`src/mor_pkg.sv`:
```
/*
 * Shared constants and carriers for the option and remote-control bank.
 * Assumes a command engine on sys_clk that hands over command codes,
 * write data bytes (low byte first) and the packet-check verdict.
 */
`default_nettype none
package mor_pkg;
   // ************************************************************
   // Command codes
   // ************************************************************
   localparam logic [7:0] CMD_SPECIAL  = 8'he0;
   localparam logic [7:0] CMD_TEMP_INT = 8'he1;
   localparam logic [7:0] CMD_TEMP_CAL = 8'he2;
   localparam logic [7:0] CMD_REMOTE   = 8'he3;
   localparam logic [7:0] CMD_FFWD     = 8'he6;
   localparam logic [7:0] CMD_TCOMP    = 8'he7;
   localparam logic [7:0] CMD_FILTER   = 8'he8;
   // ************************************************************
   // Byte lengths
   // ************************************************************
   localparam logic [4:0] LEN_SPECIAL  = 5'h01;
   localparam logic [4:0] LEN_TEMP_INT = 5'h02;
   localparam logic [4:0] LEN_TEMP_CAL = 5'h04;
   localparam logic [4:0] LEN_REMOTE   = 5'h01;
   localparam logic [4:0] LEN_FFWD     = 5'h04;
   localparam logic [4:0] LEN_TCOMP    = 5'h06;
   localparam logic [4:0] LEN_FILTER   = 5'h1b;
   // ************************************************************
   // Field positions
   // ************************************************************
   localparam int SPC_PEC_BIT   = 7;
   localparam int SPC_DROOP_BIT = 5;
   localparam int SPC_RAMP_BIT  = 3;
   localparam int SPC_BUSV_BIT  = 2;
   localparam int RMT_AND_BIT   = 4;
   localparam int RMT_EN_BIT    = 2;
   localparam int RMT_POL_BIT   = 1;
   localparam int RMT_QOFF_BIT  = 0;
   localparam logic [7:0] SPC_MASK = 8'ha4 | 8'h08;
   localparam logic [7:0] RMT_MASK = 8'h17;
   // ************************************************************
   // Values after reset
   // ************************************************************
   localparam logic [7:0]   RST_SPECIAL = 8'h00;
   localparam logic [7:0]   RST_REMOTE  = 8'h00;
   localparam logic [7:0]   RST_CMD     = 8'h00;
   localparam logic [31:0]  RST_FFWD    = 32'h00000000;
   localparam logic [215:0] RST_FILTER  = 216'h0;
   localparam logic [7:0]   RST_RDATA   = 8'h00;
   localparam logic [4:0]   RST_CNT     = 5'h00;
   // ************************************************************
   // Carriers
   // ************************************************************
   typedef enum logic [1:0] {WR_IDLE, WR_COLLECT, WR_DROP} mor_wr_e;
   typedef struct packed {
      logic [7:0] setting;
      logic [7:0] high_gain_thresh;
      logic [7:0] high_gain;
      logic [7:0] ref_adjust_thresh;
   } mor_ffwd_s;
   typedef struct packed {
      logic [7:0]  level2_factor;
      logic [7:0]  level2_temp;
      logic [7:0]  level1_factor;
      logic [7:0]  level1_temp;
      logic [15:0] copper_coeff;
   } mor_tcomp_s;
   typedef struct packed {
      logic [15:0] internal_temp_offset;
      logic [15:0] remote_slope;
      logic [15:0] remote_offset;
      mor_tcomp_s  tcomp;
   } mor_cal_s;
   typedef struct packed {
      logic [4:0]        control_accel_scale;
      logic [2:0]        output_term_scale;
      logic [15:0]       kcomp;
      logic [1:0][15:0]  derivative_alpha;
      logic [2:0][15:0]  derivative_coefficient;
      logic [3:0][15:0]  integral_coefficient;
      logic [2:0][15:0]  proportional_coefficient;
   } mor_filter_s;
endpackage
`default_nettype wire

```
`src/mor_regs.sv`:
```
/*
 * Option, remote-control and calibration register bank on command codes.
 * Assumes the command engine on sys_clk; remote and control pins are
 * asynchronous and are synchronised here.
 */
`timescale 1ns/1ps
`default_nettype none
module mor_regs
   import mor_pkg::*;
(
   input  wire logic        sys_clk,
   input  wire logic        sys_rst,
   input  wire logic        txn_start,
   input  wire logic [7:0]  txn_cmd,
   input  wire logic        wr_byte_valid,
   input  wire logic [7:0]  wr_byte,
   input  wire logic        wr_end,
   input  wire logic        wr_pec_good,
   input  wire logic        rd_req,
   input  wire logic [4:0]  rd_index,
   input  wire mor_cal_s    cal_in,
   input  wire logic        remote_on_off_pin,
   input  wire logic        ctrl_pin,
   input  wire logic        operation_on,
   output logic             rd_valid,
   output logic [7:0]       rd_data,
   output logic [4:0]       rd_len,
   output logic             cmd_unknown,
   output logic             pec_required,
   output logic             droop_slope_select,
   output logic             adaptive_ramp_loop_comp,
   output logic             dynamic_bus_voltage,
   output logic             output_run,
   output logic             quick_off,
   output mor_ffwd_s        ffwd_out,
   output mor_filter_s      filter_out
);
   // ************************************************************
   // Declarations
   // ************************************************************
   logic [7:0]   cmd_reg;
   logic [7:0]   special_reg;
   logic [7:0]   remote_reg;
   logic [31:0]  ffwd_reg;
   logic [215:0] filter_reg;
   logic [215:0] stage_reg;
   logic [4:0]   cnt_reg;
   mor_wr_e      wr_state_reg;
   mor_wr_e      wr_state_next;
   logic         wr_commit;
   logic [4:0]   cur_len;
   logic [215:0] rd_vec;
   logic         pin_meta_reg;
   logic         pin_sync_reg;
   logic         ctl_meta_reg;
   logic         ctl_sync_reg;
   logic         run_next;
   logic         pin_active;
   logic         op_ctrl;
   logic         rd_valid_reg;
   logic [7:0]   rd_data_reg;
   logic [4:0]   rd_len_reg;
   logic         unknown_reg;
   logic         run_reg;

   function automatic logic [4:0] len_of(input logic [7:0] c);
      unique case (c)
         CMD_SPECIAL:  return LEN_SPECIAL;
         CMD_TEMP_INT: return LEN_TEMP_INT;
         CMD_TEMP_CAL: return LEN_TEMP_CAL;
         CMD_REMOTE:   return LEN_REMOTE;
         CMD_FFWD:     return LEN_FFWD;
         CMD_TCOMP:    return LEN_TCOMP;
         CMD_FILTER:   return LEN_FILTER;
         default:      return RST_CNT;
      endcase
   endfunction

   function automatic logic is_writable(input logic [7:0] c);
      return (c == CMD_SPECIAL) || (c == CMD_REMOTE) ||
             (c == CMD_FFWD) || (c == CMD_FILTER);
   endfunction

   assign cur_len = len_of(cmd_reg);

   // ************************************************************
   // Command capture
   // ************************************************************
   always_ff @(posedge sys_clk or posedge sys_rst) begin
      if (sys_rst) begin
         cmd_reg <= RST_CMD;
      end else if (txn_start) begin
         cmd_reg <= txn_cmd;
      end
   end

   // ************************************************************
   // Write collection
   // ************************************************************
   always_comb begin
      wr_state_next = wr_state_reg;
      if (txn_start) begin
         wr_state_next = is_writable(txn_cmd) ? WR_COLLECT : WR_DROP;
      end else if (wr_end) begin
         wr_state_next = WR_IDLE;
      end else if (wr_byte_valid && wr_state_reg == WR_COLLECT &&
                   cnt_reg >= cur_len) begin
         wr_state_next = WR_DROP;
      end
   end

   assign wr_commit = wr_end && wr_state_reg == WR_COLLECT &&
                      cnt_reg == cur_len &&
                      (!special_reg[SPC_PEC_BIT] || wr_pec_good);

   always_ff @(posedge sys_clk or posedge sys_rst) begin
      if (sys_rst) begin
         wr_state_reg <= WR_IDLE;
      end else begin
         wr_state_reg <= wr_state_next;
      end
   end

   always_ff @(posedge sys_clk or posedge sys_rst) begin
      if (sys_rst) begin
         cnt_reg   <= RST_CNT;
         stage_reg <= RST_FILTER;
      end else if (txn_start) begin
         cnt_reg   <= RST_CNT;
      end else if (wr_byte_valid && wr_state_reg == WR_COLLECT &&
                   cnt_reg < cur_len) begin
         stage_reg[{cnt_reg, 3'b000} +: 8] <= wr_byte;
         cnt_reg <= cnt_reg + 5'h01;
      end
   end

   // ************************************************************
   // Writable registers
   // ************************************************************
   // option bits with masked reserved
   always_ff @(posedge sys_clk or posedge sys_rst) begin
      if (sys_rst) begin
         special_reg <= RST_SPECIAL;
      end else if (wr_commit && cmd_reg == CMD_SPECIAL) begin
         special_reg <= stage_reg[7:0] & SPC_MASK;
      end
   end

   always_ff @(posedge sys_clk or posedge sys_rst) begin
      if (sys_rst) begin
         remote_reg <= RST_REMOTE;
      end else if (wr_commit && cmd_reg == CMD_REMOTE) begin
         remote_reg <= stage_reg[7:0] & RMT_MASK;
      end
   end

   always_ff @(posedge sys_clk or posedge sys_rst) begin
      if (sys_rst) begin
         ffwd_reg <= RST_FFWD;
      end else if (wr_commit && cmd_reg == CMD_FFWD) begin
         ffwd_reg <= stage_reg[31:0];
      end
   end

   always_ff @(posedge sys_clk or posedge sys_rst) begin
      if (sys_rst) begin
         filter_reg <= RST_FILTER;
      end else if (wr_commit && cmd_reg == CMD_FILTER) begin
         filter_reg <= stage_reg;
      end
   end

   assign pec_required            = special_reg[SPC_PEC_BIT];
   assign droop_slope_select      = special_reg[SPC_DROOP_BIT];
   assign adaptive_ramp_loop_comp = special_reg[SPC_RAMP_BIT];
   assign dynamic_bus_voltage     = special_reg[SPC_BUSV_BIT];
   assign quick_off               = remote_reg[RMT_QOFF_BIT];
   assign filter_out              = mor_filter_s'(filter_reg);
   assign ffwd_out                = mor_ffwd_s'(ffwd_reg);

   // ************************************************************
   // Read path
   // ************************************************************
   // calibration and block readback
   always_comb begin
      rd_vec = '0;
      unique case (cmd_reg)
         CMD_SPECIAL:  rd_vec[7:0]  = special_reg;
         CMD_TEMP_INT: rd_vec[15:0] = cal_in.internal_temp_offset;
         CMD_TEMP_CAL: rd_vec[31:0] = {cal_in.remote_slope,
                                       cal_in.remote_offset};
         CMD_REMOTE:   rd_vec[7:0]  = remote_reg;
         CMD_FFWD:     rd_vec[31:0] = ffwd_reg;
         CMD_TCOMP:    rd_vec[47:0] = cal_in.tcomp;
         CMD_FILTER:   rd_vec       = filter_reg;
         default:      rd_vec       = '0;
      endcase
   end

   always_ff @(posedge sys_clk or posedge sys_rst) begin
      if (sys_rst) begin
         rd_valid_reg <= 1'b0;
         rd_data_reg  <= RST_RDATA;
         rd_len_reg   <= RST_CNT;
         unknown_reg  <= 1'b0;
      end else begin
         rd_valid_reg <= rd_req;
         if (rd_req) begin
            rd_len_reg  <= cur_len;
            unknown_reg <= (cur_len == RST_CNT);
            rd_data_reg <= (rd_index < cur_len) ?
                           rd_vec[{rd_index, 3'b000} +: 8] : RST_RDATA;
         end
      end
   end

   assign rd_valid    = rd_valid_reg;
   assign rd_data     = rd_data_reg;
   assign rd_len      = rd_len_reg;
   assign cmd_unknown = unknown_reg;

   // ************************************************************
   // Remote on/off combination
   // ************************************************************
   always_ff @(posedge sys_clk or posedge sys_rst) begin
      if (sys_rst) begin
         pin_meta_reg <= 1'b0;
         pin_sync_reg <= 1'b0;
         ctl_meta_reg <= 1'b0;
         ctl_sync_reg <= 1'b0;
      end else begin
         pin_meta_reg <= remote_on_off_pin;
         pin_sync_reg <= pin_meta_reg;
         ctl_meta_reg <= ctrl_pin;
         ctl_sync_reg <= ctl_meta_reg;
      end
   end

   assign pin_active = (pin_sync_reg == remote_reg[RMT_POL_BIT]);
   assign op_ctrl   = operation_on && ctl_sync_reg;

   always_comb begin
      run_next = op_ctrl;
      if (remote_reg[RMT_EN_BIT]) begin
         run_next = remote_reg[RMT_AND_BIT] ? (pin_active && op_ctrl)
                                            : (pin_active || op_ctrl);
      end
   end

   always_ff @(posedge sys_clk or posedge sys_rst) begin
      if (sys_rst) begin
         run_reg <= 1'b0;
      end else begin
         run_reg <= run_next;
      end
   end

   assign output_run = run_reg;

   // ************************************************************
   // Assertions
   // ************************************************************
   a_pec_drop: assert property (@(posedge sys_clk) disable iff (sys_rst)
      wr_end && special_reg[SPC_PEC_BIT] && !wr_pec_good |=>
      $stable(special_reg) && $stable(remote_reg) &&
      $stable(ffwd_reg) && $stable(filter_reg))
      else $error("write taken despite bad check");
   a_pec_flag: assert property (@(posedge sys_clk) disable iff (sys_rst)
      wr_commit && cmd_reg == CMD_SPECIAL |=>
      pec_required == $past(stage_reg[SPC_PEC_BIT]))
      else $error("check flag not updated");
   a_droop_sel: assert property (@(posedge sys_clk) disable iff (sys_rst)
      wr_commit && cmd_reg == CMD_SPECIAL |=>
      droop_slope_select == $past(stage_reg[SPC_DROOP_BIT]))
      else $error("droop select wrong");
   a_ramp_sel: assert property (@(posedge sys_clk) disable iff (sys_rst)
      wr_commit && cmd_reg == CMD_SPECIAL |=>
      adaptive_ramp_loop_comp == $past(stage_reg[SPC_RAMP_BIT]))
      else $error("adaptive ramp bit wrong");
   a_busv_sel: assert property (@(posedge sys_clk) disable iff (sys_rst)
      wr_commit && cmd_reg == CMD_SPECIAL |=>
      dynamic_bus_voltage == $past(stage_reg[SPC_BUSV_BIT]))
      else $error("bus voltage bit wrong");
   a_resvd_zero: assert property (@(posedge sys_clk) disable iff (sys_rst)
      rd_valid && cmd_reg == CMD_SPECIAL && $past(rd_index) == 5'h00 |->
      rd_data[1:0] == 2'b00)
      else $error("reserved bits read nonzero");
   a_combine_and: assert property (@(posedge sys_clk) disable iff (sys_rst)
      remote_reg[RMT_EN_BIT] && remote_reg[RMT_AND_BIT] && !op_ctrl |=>
      !output_run)
      else $error("AND mode ran without control");
   a_pin_ignored: assert property (@(posedge sys_clk) disable iff (sys_rst)
      !remote_reg[RMT_EN_BIT] |=> output_run == $past(op_ctrl))
      else $error("disabled pin affected run");
   a_polarity: assert property (@(posedge sys_clk) disable iff (sys_rst)
      remote_reg[RMT_EN_BIT] && !remote_reg[RMT_AND_BIT] && !op_ctrl |=>
      output_run == ($past(pin_sync_reg) == $past(remote_reg[RMT_POL_BIT])))
      else $error("pin polarity wrong");
   a_off_mode: assert property (@(posedge sys_clk) disable iff (sys_rst)
      wr_commit && cmd_reg == CMD_REMOTE |=>
      quick_off == $past(stage_reg[RMT_QOFF_BIT]))
      else $error("off mode not updated");
   a_cal_read: assert property (@(posedge sys_clk) disable iff (sys_rst)
      rd_req && cmd_reg == CMD_TEMP_CAL && rd_index == 5'h02 |=>
      rd_valid && rd_len == LEN_TEMP_CAL &&
      rd_data == $past(cal_in.remote_slope[7:0]))
      else $error("calibration slope byte wrong");
   a_tcomp_read: assert property (@(posedge sys_clk) disable iff (sys_rst)
      rd_req && cmd_reg == CMD_TCOMP && rd_index == 5'h05 |=>
      rd_data == $past(cal_in.tcomp.level2_factor))
      else $error("level 2 factor byte wrong");
   a_copper_read: assert property (@(posedge sys_clk) disable iff (sys_rst)
      rd_req && cmd_reg == CMD_TCOMP && rd_index == 5'h00 |=>
      rd_data == $past(cal_in.tcomp.copper_coeff[7:0]))
      else $error("copper coefficient byte wrong");
   a_ffwd_len: assert property (@(posedge sys_clk) disable iff (sys_rst)
      rd_req && cmd_reg == CMD_FFWD |=> rd_len == LEN_FFWD)
      else $error("feed-forward length wrong");
   a_filter_len: assert property (@(posedge sys_clk) disable iff (sys_rst)
      rd_req && cmd_reg == CMD_FILTER |=> rd_len == LEN_FILTER)
      else $error("filter length wrong");
   a_top_scales: assert property (@(posedge sys_clk) disable iff (sys_rst)
      rd_req && cmd_reg == CMD_FILTER && rd_index == 5'h1a |=>
      rd_data == {$past(filter_out.control_accel_scale),
                  $past(filter_out.output_term_scale)})
      else $error("top filter byte wrong");
   c_filter_write: cover property (@(posedge sys_clk) disable iff (sys_rst)
      wr_commit && cmd_reg == CMD_FILTER);
   c_pec_reject: cover property (@(posedge sys_clk) disable iff (sys_rst)
      wr_end && special_reg[SPC_PEC_BIT] && !wr_pec_good);
   c_and_run: cover property (@(posedge sys_clk) disable iff (sys_rst)
      remote_reg[RMT_EN_BIT] && remote_reg[RMT_AND_BIT] && output_run);
endmodule
`default_nettype wire

```
`config.mk`:
```
export PLATFORM = sky130hd
export DESIGN_NAME = mor_regs
export DESIGN_NICKNAME = d
export VERILOG_FILES = /design/src/mor_pkg.sv /design/src/mor_regs.sv
export SDC_FILE = /design/constraint.sdc
export NUM_CORES = 1
export LEC_CHECK = 0
export ABC_CLOCK_PERIOD_IN_PS = 15400
export BUFFER_PORTS_ARGS = -buffer_cell sky130_fd_sc_hd__buf_2
export CAP_MARGIN = 25
export CELL_PAD_IN_SITES_DETAIL_PLACEMENT = 1
export CELL_PAD_IN_SITES_GLOBAL_PLACEMENT = 2
export CORE_ASPECT_RATIO = 1.25
export CORE_UTILIZATION = 32
export DETAILED_ROUTE_END_ITERATION = 8
export GPL_ROUTABILITY_DRIVEN = 0
export HOLD_SLACK_MARGIN = 0.02
export PLACE_DENSITY_LB_ADDON = 0.2
export SYNTH_ARGS = -nofsm -noshare
export SYNTH_HDL_FRONTEND = slang
export SYNTH_SLANG_ARGS = --single-unit
```
`constraint.sdc`:
```
create_clock -name sys_clk -period 15.4 [get_ports sys_clk]
set_input_delay 2.31 -clock sys_clk [delete_from_list [all_inputs] [get_ports sys_clk]]
set_output_delay 2.31 -clock sys_clk [all_outputs]
set_load 0.02 [all_outputs]
```
==> metrics.md, run 1 <==
| Metric | Value |
|---|---|
| Status | completed |
| RSZ-0062 raised after global routing | false |
| Period utilization | 0.346 |
| CTS tree | done |
| Initial Util | 0.324 |
| Worst Hold Class | flop to flop |
| Hold Startpoint | pin_meta_reg$_DFF_PP0_ |
| First-pass GRT wire length | about 150000 um |
| Sw Share | 0.244 |
| Via-per-instance ratio | 5.29 |
| DRT antenna net count | 0 |
| WHS | 0.356 ns |
| CP required | 15.96 ns |
| Area Growth Syn to Fin | 20.9% |
| Core Rows | approximately 110 |
| Commonest cells after routing, fill and taps aside | nand2_1, dfrtp_1, buf_2 |
| Final Hold Viols | 0 |
| Synth Instances | between 2000 and 2500 |
| Clock tree root driver cell | clkbuf_16 |
| Min Tclk post-route | 5.33 ns |
| Pin count of the biggest net entering global routing | 191 |
| Seq cells post-synth | approximately 510 |
| Worst Hold Endpoint | pin_sync_reg$_DFF_PP0_ |
| CP Buf/Inv Count | 2 |
| GRT Util Overall | 0.277 |
| Core Util, Final | 0.391 |
| Clock-pin slew of the registers on the worst-case setup and hold paths | about 0.06 ns |
| Reg2reg end | filter_out[56]$_DFFE_PP0P_ |
| PortBufs | between 300 and 400 |
| Clock share of power | 0.478 |
| Warnings from Yosys | 0 |
| Worst Setup End Kind | flop |
| GRT overflow | 0 |
| Post-Route Setup TNS | 0 ns |
| DRC Markers | 0 |
| Kind of start point of the critical path | flop |
| Slew margin rel. | 0.259 |
| Transition time of the tightest slew-check pin | 1.11 ns |
| Non-filler instance count after layout | 3559 |
| Worst path arrival time | 5.88 ns |
| FILL cells | 8030 |
| Die X | 242 um |
| Hold_buf cts | 0 |
| WHS Path Cells | 0 |
| Initial antenna violation count | 5 |
| Most used cell, CP | nand2_1 |
| Fraction of final layout cells sized beyond drive strength 1 | 0.307 |
| Cell Int Power | 2.13 mW |
| Pins Over Slew Limit | 0 |
| CTS buffer count | between 50 and 60 |
| Slowest stage cell, crit path | buf_4 |
| Wire per inst | 28.3 um |
| Vias in the first global route | 19800 |
| Post-synth EDFFs | 0 |
| Final WL | 101000 um |
| CP cell instances | or4b_1, nor2_4, inv_2, ha_1, nand3_1, nor3_1, and2_4, buf_4, nand2_1, nand2_1 |
| CP max stage delay | 0.89 ns |
| Commonest non-fill, non-tap cell in the layout | nand2_1 |
| Max-Cap Viols | 0 |
| Seq pwr share | 0.476 |
| Router iterations before antenna repair | 7 |
| R2r setup slk | 10.07 ns |
| Syn nets | 2360 |
| Worst Skew | 0.0258 ns |
| Syn Std Cell Area | 0.0230 mm2 |
| # Post-CTS Setup Buffers | 0 |
| Leakage | 14.3 nW |
| I/O pin count | 396 |
| Dpl cells | 3453 |
| FMAX | ~0.19 GHz |
| Via count | 18800 |
| Post-cts sizing count | 0 |
| Register area | 0.0127 mm2 |
| Maximum VDD drop | approximately 70 uV |
| Die area | approximately 0.073 mm2 |
| Pwr Density | 101 mW/mm2 |
| Syn Area/Cell | 10.4 um2 |
| # H-tree levels | 2 |
| Post-synth ARST share | 1.00 |
| Final setup viols | 0 |
| Setup CP Type | flop to flop |
| Die height | 302 um |
| Total Nets Final | 2711 |
| CTS max path bufs | 3 |
| Reg2reg start | cmd_reg[3]$_DFFE_PP0P_ |
| Core area | 0.0709 mm2 |
| Hpwl dp | 74400 um |
| Crit path max-delay family | simple AND/OR/NAND/NOR gates |
| Worst reg-to-reg path cell count | 10 |
| Sequential share of the synthesized area | 0.551 |
| Worst skew pair latency | 0.64 ns |
| Synth Flop Type | dfrtp_1 |
| Clock sink total | approximately 510 |
| Combinational Power Share | 0.046 |
| Footprint of the multi-input gates | 0.00971 mm2 |
| Drt initial violations | roughly 1400 |
| Largest fanout on the critical path | 85 |
| Library cells used by synthesis | 74 |
| Sw power | 0.686 mW |
## stage by stage
| stage | setup WS, ns | area (um2) | power, mW |
|---|---|---|---|
| 2_1_floorplan | 6.22 | 23000 | 1.43 |
| 3_3_place_gp | 10.22 | 25800 | 1.49 |
| 3_5_place_dp | 10.16 | 25900 | 1.50 |
| 4_1_cts | 10.14 | 27700 | 2.84 |
| 5_1_grt | 9.80 | 27800 | 2.90 |
| 6_report | 10.07 | 27800 | 2.82 |
## final cells by class
cell class / instances / area share
multi-input combinational: 1559 / 0.350
tap: 943 / 0.0425
timing repair buffer: 426 / 0.0836
inverter: 21 / 0.00297
clock buffer: 77 / 0.0577
sequential: 506 / 0.456
clock inverter: 25 / 0.00739
antenna: 2 / 0.000180
## synthesized netlist by cell type, drive strengths merged, types with 11 or more instances
library cell,count,area share
o21ai,71,0.015
inv,21,0.0034
a22oi,29,0.0095
nor2b,13,0.0035
mux2i,26,0.011
and3,11,0.0030
nor2,73,0.014
o211ai,20,0.0065
a21oi,38,0.0084
o41ai,24,0.0092
mux4,33,0.032
a31oi,15,0.0041
ha,14,0.0076
clkbuf,78,0.013
mux2,215,0.11
a221oi,12,0.0046
dfrtp,506,0.55
nand3,35,0.0081
buf,55,0.012
nor3,22,0.0052
nand2,807,0.13
## power by group through the flow
stage / combinational (mW) / clock (mW) / sequential, mW
final: 0.130 / 1.35 / 1.34
after detailed placement: 0.131 / 0 / 1.36
after global routing: 0.141 / 1.42 / 1.34
after CTS: 0.131 / 1.37 / 1.34
after floorplan: 0.0687 / 0 / 1.36
after global placement: 0.130 / 0 / 1.36
## routing by layer
metal / routed length (um) / vias up / global-route usage / part of all wire
met4: 3620 / 4 / 0.0971 / 0.036
met2: 50900 / 581 / 0.487 / 0.50
met1: 41300 / 9805 / 0.344 / 0.41
li1: - / 8303 / - / -
met3: 4950 / 145 / 0.0418 / 0.049
met5: 25 / - / 0 / 0.00025
## how the worst max path moves through the flow
stage                                      start                         end  slack [ns]  cells past startpoint
after floorplan                          sys_rst      cmd_reg[0]$_DFFE_PP0P_        6.22                      1
after global placement               rd_index[1]      rd_data[5]$_DFFE_PP0P_       10.22                     10
after detailed placement  cmd_reg[3]$_DFFE_PP0P_  filter_out[56]$_DFFE_PP0P_       10.16                     10
after CTS                 cmd_reg[3]$_DFFE_PP0P_  filter_out[56]$_DFFE_PP0P_       10.14                     10
after global routing      cmd_reg[3]$_DFFE_PP0P_  filter_out[56]$_DFFE_PP0P_        9.80                     10
final                     cmd_reg[3]$_DFFE_PP0P_  filter_out[56]$_DFFE_PP0P_       10.07                     10
## logic make-up after synthesis
group,share of synthesized area
xor+xnor,0.00343
simple gates,0.180
buf+inv,0.0284
mux,0.149
compound gates,0.0805
fa+ha+maj,0.00763
flops,0.551
Note: power is estimated with default switching activity, not from simulation.
==> run 2: changes to the inputs <==
- ABC_CLOCK_PERIOD_IN_PS: 15400 -> 5200
- CORE_UTILIZATION: 32 -> 36
- clock period: 15.4 -> 5.2 ns (I/O delays scaled with it)
==> run 2 against run 1 <==
  * Utilization is 4.8 points higher
  * Clock skew is 0.0085 ns lower
  * Via count is 0.68% higher
  * Clock power grew to 3.0 times the previous value
  * Sequential share of layout area hardly changed
  * Clock-buffer cell count is 1 higher
  * Worst setup slack worse by 9.3 ns
  * Register-to-register slack worse by 9.3 ns
  * Critical path depth is 1 higher
  * Flip-flop and latch count stayed put
  * Fmax is 21% higher
  * Wire length is 4.5% lower
  * Largest cell class unchanged
  * Highest routed layer is now met4
==> metrics.md, run 2 (synthesized netlist as in run 1, its figures left out) <==
| Metric | Value |
|---|---|
| Status | completed |
| CP required | approximately 5.7 ns |
| Transition time of the tightest slew-check pin | slightly above 1 ns |
| Post-cts sizing count | 0 |
| Maximum VDD drop | 286 uV |
| Crit path max-delay family | simple AND/OR/NAND/NOR gates |
| Core Rows | 103 |
| ANT cells | 0 |
| Area Growth Syn to Fin | 20.9% |
| DRC Markers | 0 |
| # Post-CTS Setup Buffers | 0 |
| Worst Skew | 0.0173 ns |
| Core Util, Final | 0.440 |
| Commonest cells after routing, fill and taps aside | nand2_1, dfrtp_1, buf_2 |
| Seq pwr share | 0.471 |
| Final setup viols | 0 |
| Sw Share | 0.232 |
| First-pass GRT wire length | 141000 um |
| Total Nets Final | 2725 |
| CTS buffer count | 54 |
| Via count | 19000 |
| Min Tclk post-route | 4.42 ns |
| Drt initial violations | 1360 |
| Worst path arrival time | 4.89 ns |
| Router iterations before antenna repair | 6 |
| WHS Path Cells | 1 |
| Initial Util | 0.364 |
| Worst Setup End Kind | flop |
| Wire per inst | between 20 and 30 um |
| CP Buf/Inv Count | 2 |
| Tot Pwr | between 8 and 9 mW |
| Combinational Power Share | 0.047 |
| Final WS setup | 0.784 ns |
| CTS tree | done |
| Non-filler instance count after layout | around 3500 |
| # H-tree levels | 2 |
| Final WL | 96200 um |
| DRT antenna net count | 0 |
| Pins Over Slew Limit | 0 |
| Commonest non-fill, non-tap cell in the layout | nand2_1 |
| Worst Hold Endpoint | pin_meta_reg$_DFF_PP0_ |
| Pwr Density | ~300 mW/mm2 |
| CP max stage delay | 0.70 ns |
| Clock-pin slew of the registers on the worst-case setup and hold paths | 0.07 ns |
| Kind of start point of the critical path | flop |
| Hold_buf cts | 0 |
| Reg2reg start | cmd_reg[3]$_DFFE_PP0P_ |
| Dpl cells | 3368 |
| PortBufs | slightly below 400 |
| Slew margin rel. | 0.306 |
| Initial antenna violation count | 1 |
| Cell Int Power | 6.47 mW |
| Worst reg-to-reg path cell count | 11 |
| Slowest stage cell, crit path | dfrtp_1 |
| I/O pin count | 396 |
| Setup CP Type | flop to flop |
| Die X | 228 um |
| Clock sink total | between 500 and 600 |
| Post-Route Setup TNS | 0 ns |
| CP cell instances | or4b_1, nor2_4, inv_2, ha_1, a21o_1, a21oi_2, o2111ai_4, buf_4, nor4_4, nand3_1, o41ai_1 |
| Final Hold Viols | 0 |
| Place WS | 0.908 ns |
| Worst skew pair latency | 0.62 ns |
| R2r setup slk | 0.78 ns |
| Hpwl dp | 71600 um |
| Pin count of the biggest net entering global routing | roughly 110 |
| GRT Util Overall | 0.297 |
| FMAX | around 0.23 GHz |
| RSZ-0062 raised after global routing | false |
| Vias in the first global route | between 20000 and 25000 |
| Reg2reg end | stage_reg[125]$_DFFE_PP0P_ |
| Period utilization | 0.849 |
| GRT overflow | 0 |
| FILL cells | 7124 |
| Max-Cap Viols | 0 |
| Via-per-instance ratio | about 5.5 |
| Fraction of final layout cells sized beyond drive strength 1 | 0.309 |
| Core area | between 0.06 and 0.07 mm2 |
| Worst Hold Class | primary input to flop |
| Sw power | 1.96 mW |
| Die height | about 280 um |
| Die area | 0.0648 mm2 |
| Largest fanout on the critical path | 16 |
| Leakage | 14.4 nW |
| Clock share of power | 0.482 |
| Clock tree root driver cell | clkbuf_16 |
| CTS max path bufs | 3 |
| Hold Startpoint | remote_on_off_pin |
run 2: changes by cell type in the layout (fill, tap and decap cells not counted), moves of 2 or more:
cell / change
clkinvlp_4: -4
clkbuf_16: -3
buf_12: +7
buf_4: +13
buf_16: -4
clkinv_4: -2
clkinv_2: -6
bufinv_16: +4
clkbuf_8: +4
diode_2: -2
run 2: final cells by class:
type	instances	area (um2)	area share
Clock buffer	78	1580	0.0569
Clock inverter	18	264	0.00951
Inverter	21	82.6	0.00297
Multi-Input combinational cell	1559	9680	0.349
Sequential cell	506	12700	0.456
Tap cell	840	1050	0.0378
Timing Repair Buffer	442	2450	0.0882
run 2: worst max path at each step:
stage | startpoint | endpoint | cells past startpoint | slack (ns)
floorplan | sys_rst | cmd_reg[0]$_DFFE_PP0P_ | 1 | -2.45
CTS | cmd_reg[3]$_DFFE_PP0P_ | stage_reg[16]$_DFFE_PP0P_ | 11 | 0.86
detailed placement | cmd_reg[3]$_DFFE_PP0P_ | stage_reg[44]$_DFFE_PP0P_ | 11 | 0.91
global placement | cmd_reg[3]$_DFFE_PP0P_ | stage_reg[16]$_DFFE_PP0P_ | 11 | 1.01
global route | cmd_reg[3]$_DFFE_PP0P_ | stage_reg[125]$_DFFE_PP0P_ | 11 | 0.53
finish | cmd_reg[3]$_DFFE_PP0P_ | stage_reg[125]$_DFFE_PP0P_ | 11 | 0.78
run 2: layer usage:
| layer | global-route usage | routed length [um] | vias to the layer above |
|---|---|---|---|
| met5 | 0 | 0 | - |
| met3 | 0.0409 | 4020 | 163 |
| met4 | 0.128 | 4290 | 0 |
| met2 | 0.518 | 48900 | 587 |
| met1 | 0.367 | 39000 | 9901 |
| li1 | - | - | 8316 |
run 2: through the flow:
step                      hold WS (ns)  area (um2)
after floorplan                  0.331       23000
after global placement           0.335       25900
after detailed placement         0.345       25900
after CTS                        0.255       27800
after global routing             0.269       27800
final                            0.286       27800
run 2: worst reg2reg max path, cell delays in order, from the launching register on:
cell       delay [ns]
dfrtp_1          0.70
or4b_1           0.56
nor2_4           0.17
inv_2            0.14
ha_1             0.33
a21o_1           0.17
a21oi_2          0.20
o2111ai_4        0.15
buf_4            0.23
nor4_4           0.55
nand3_1          0.58
o41ai_1          0.50
run 2: power by group through the flow:
stage / Clock [mW] / Combinational (mW) / Sequential (mW)
6_report: 4.06 / 0.398 / 3.96
5_1_grt: 4.27 / 0.426 / 3.96
4_1_cts: 4.14 / 0.402 / 3.96
3_5_place_dp: 0 / 0.401 / 4.04
3_3_place_gp: 0 / 0.395 / 4.03
2_1_floorplan: 0 / 0.204 / 4.04
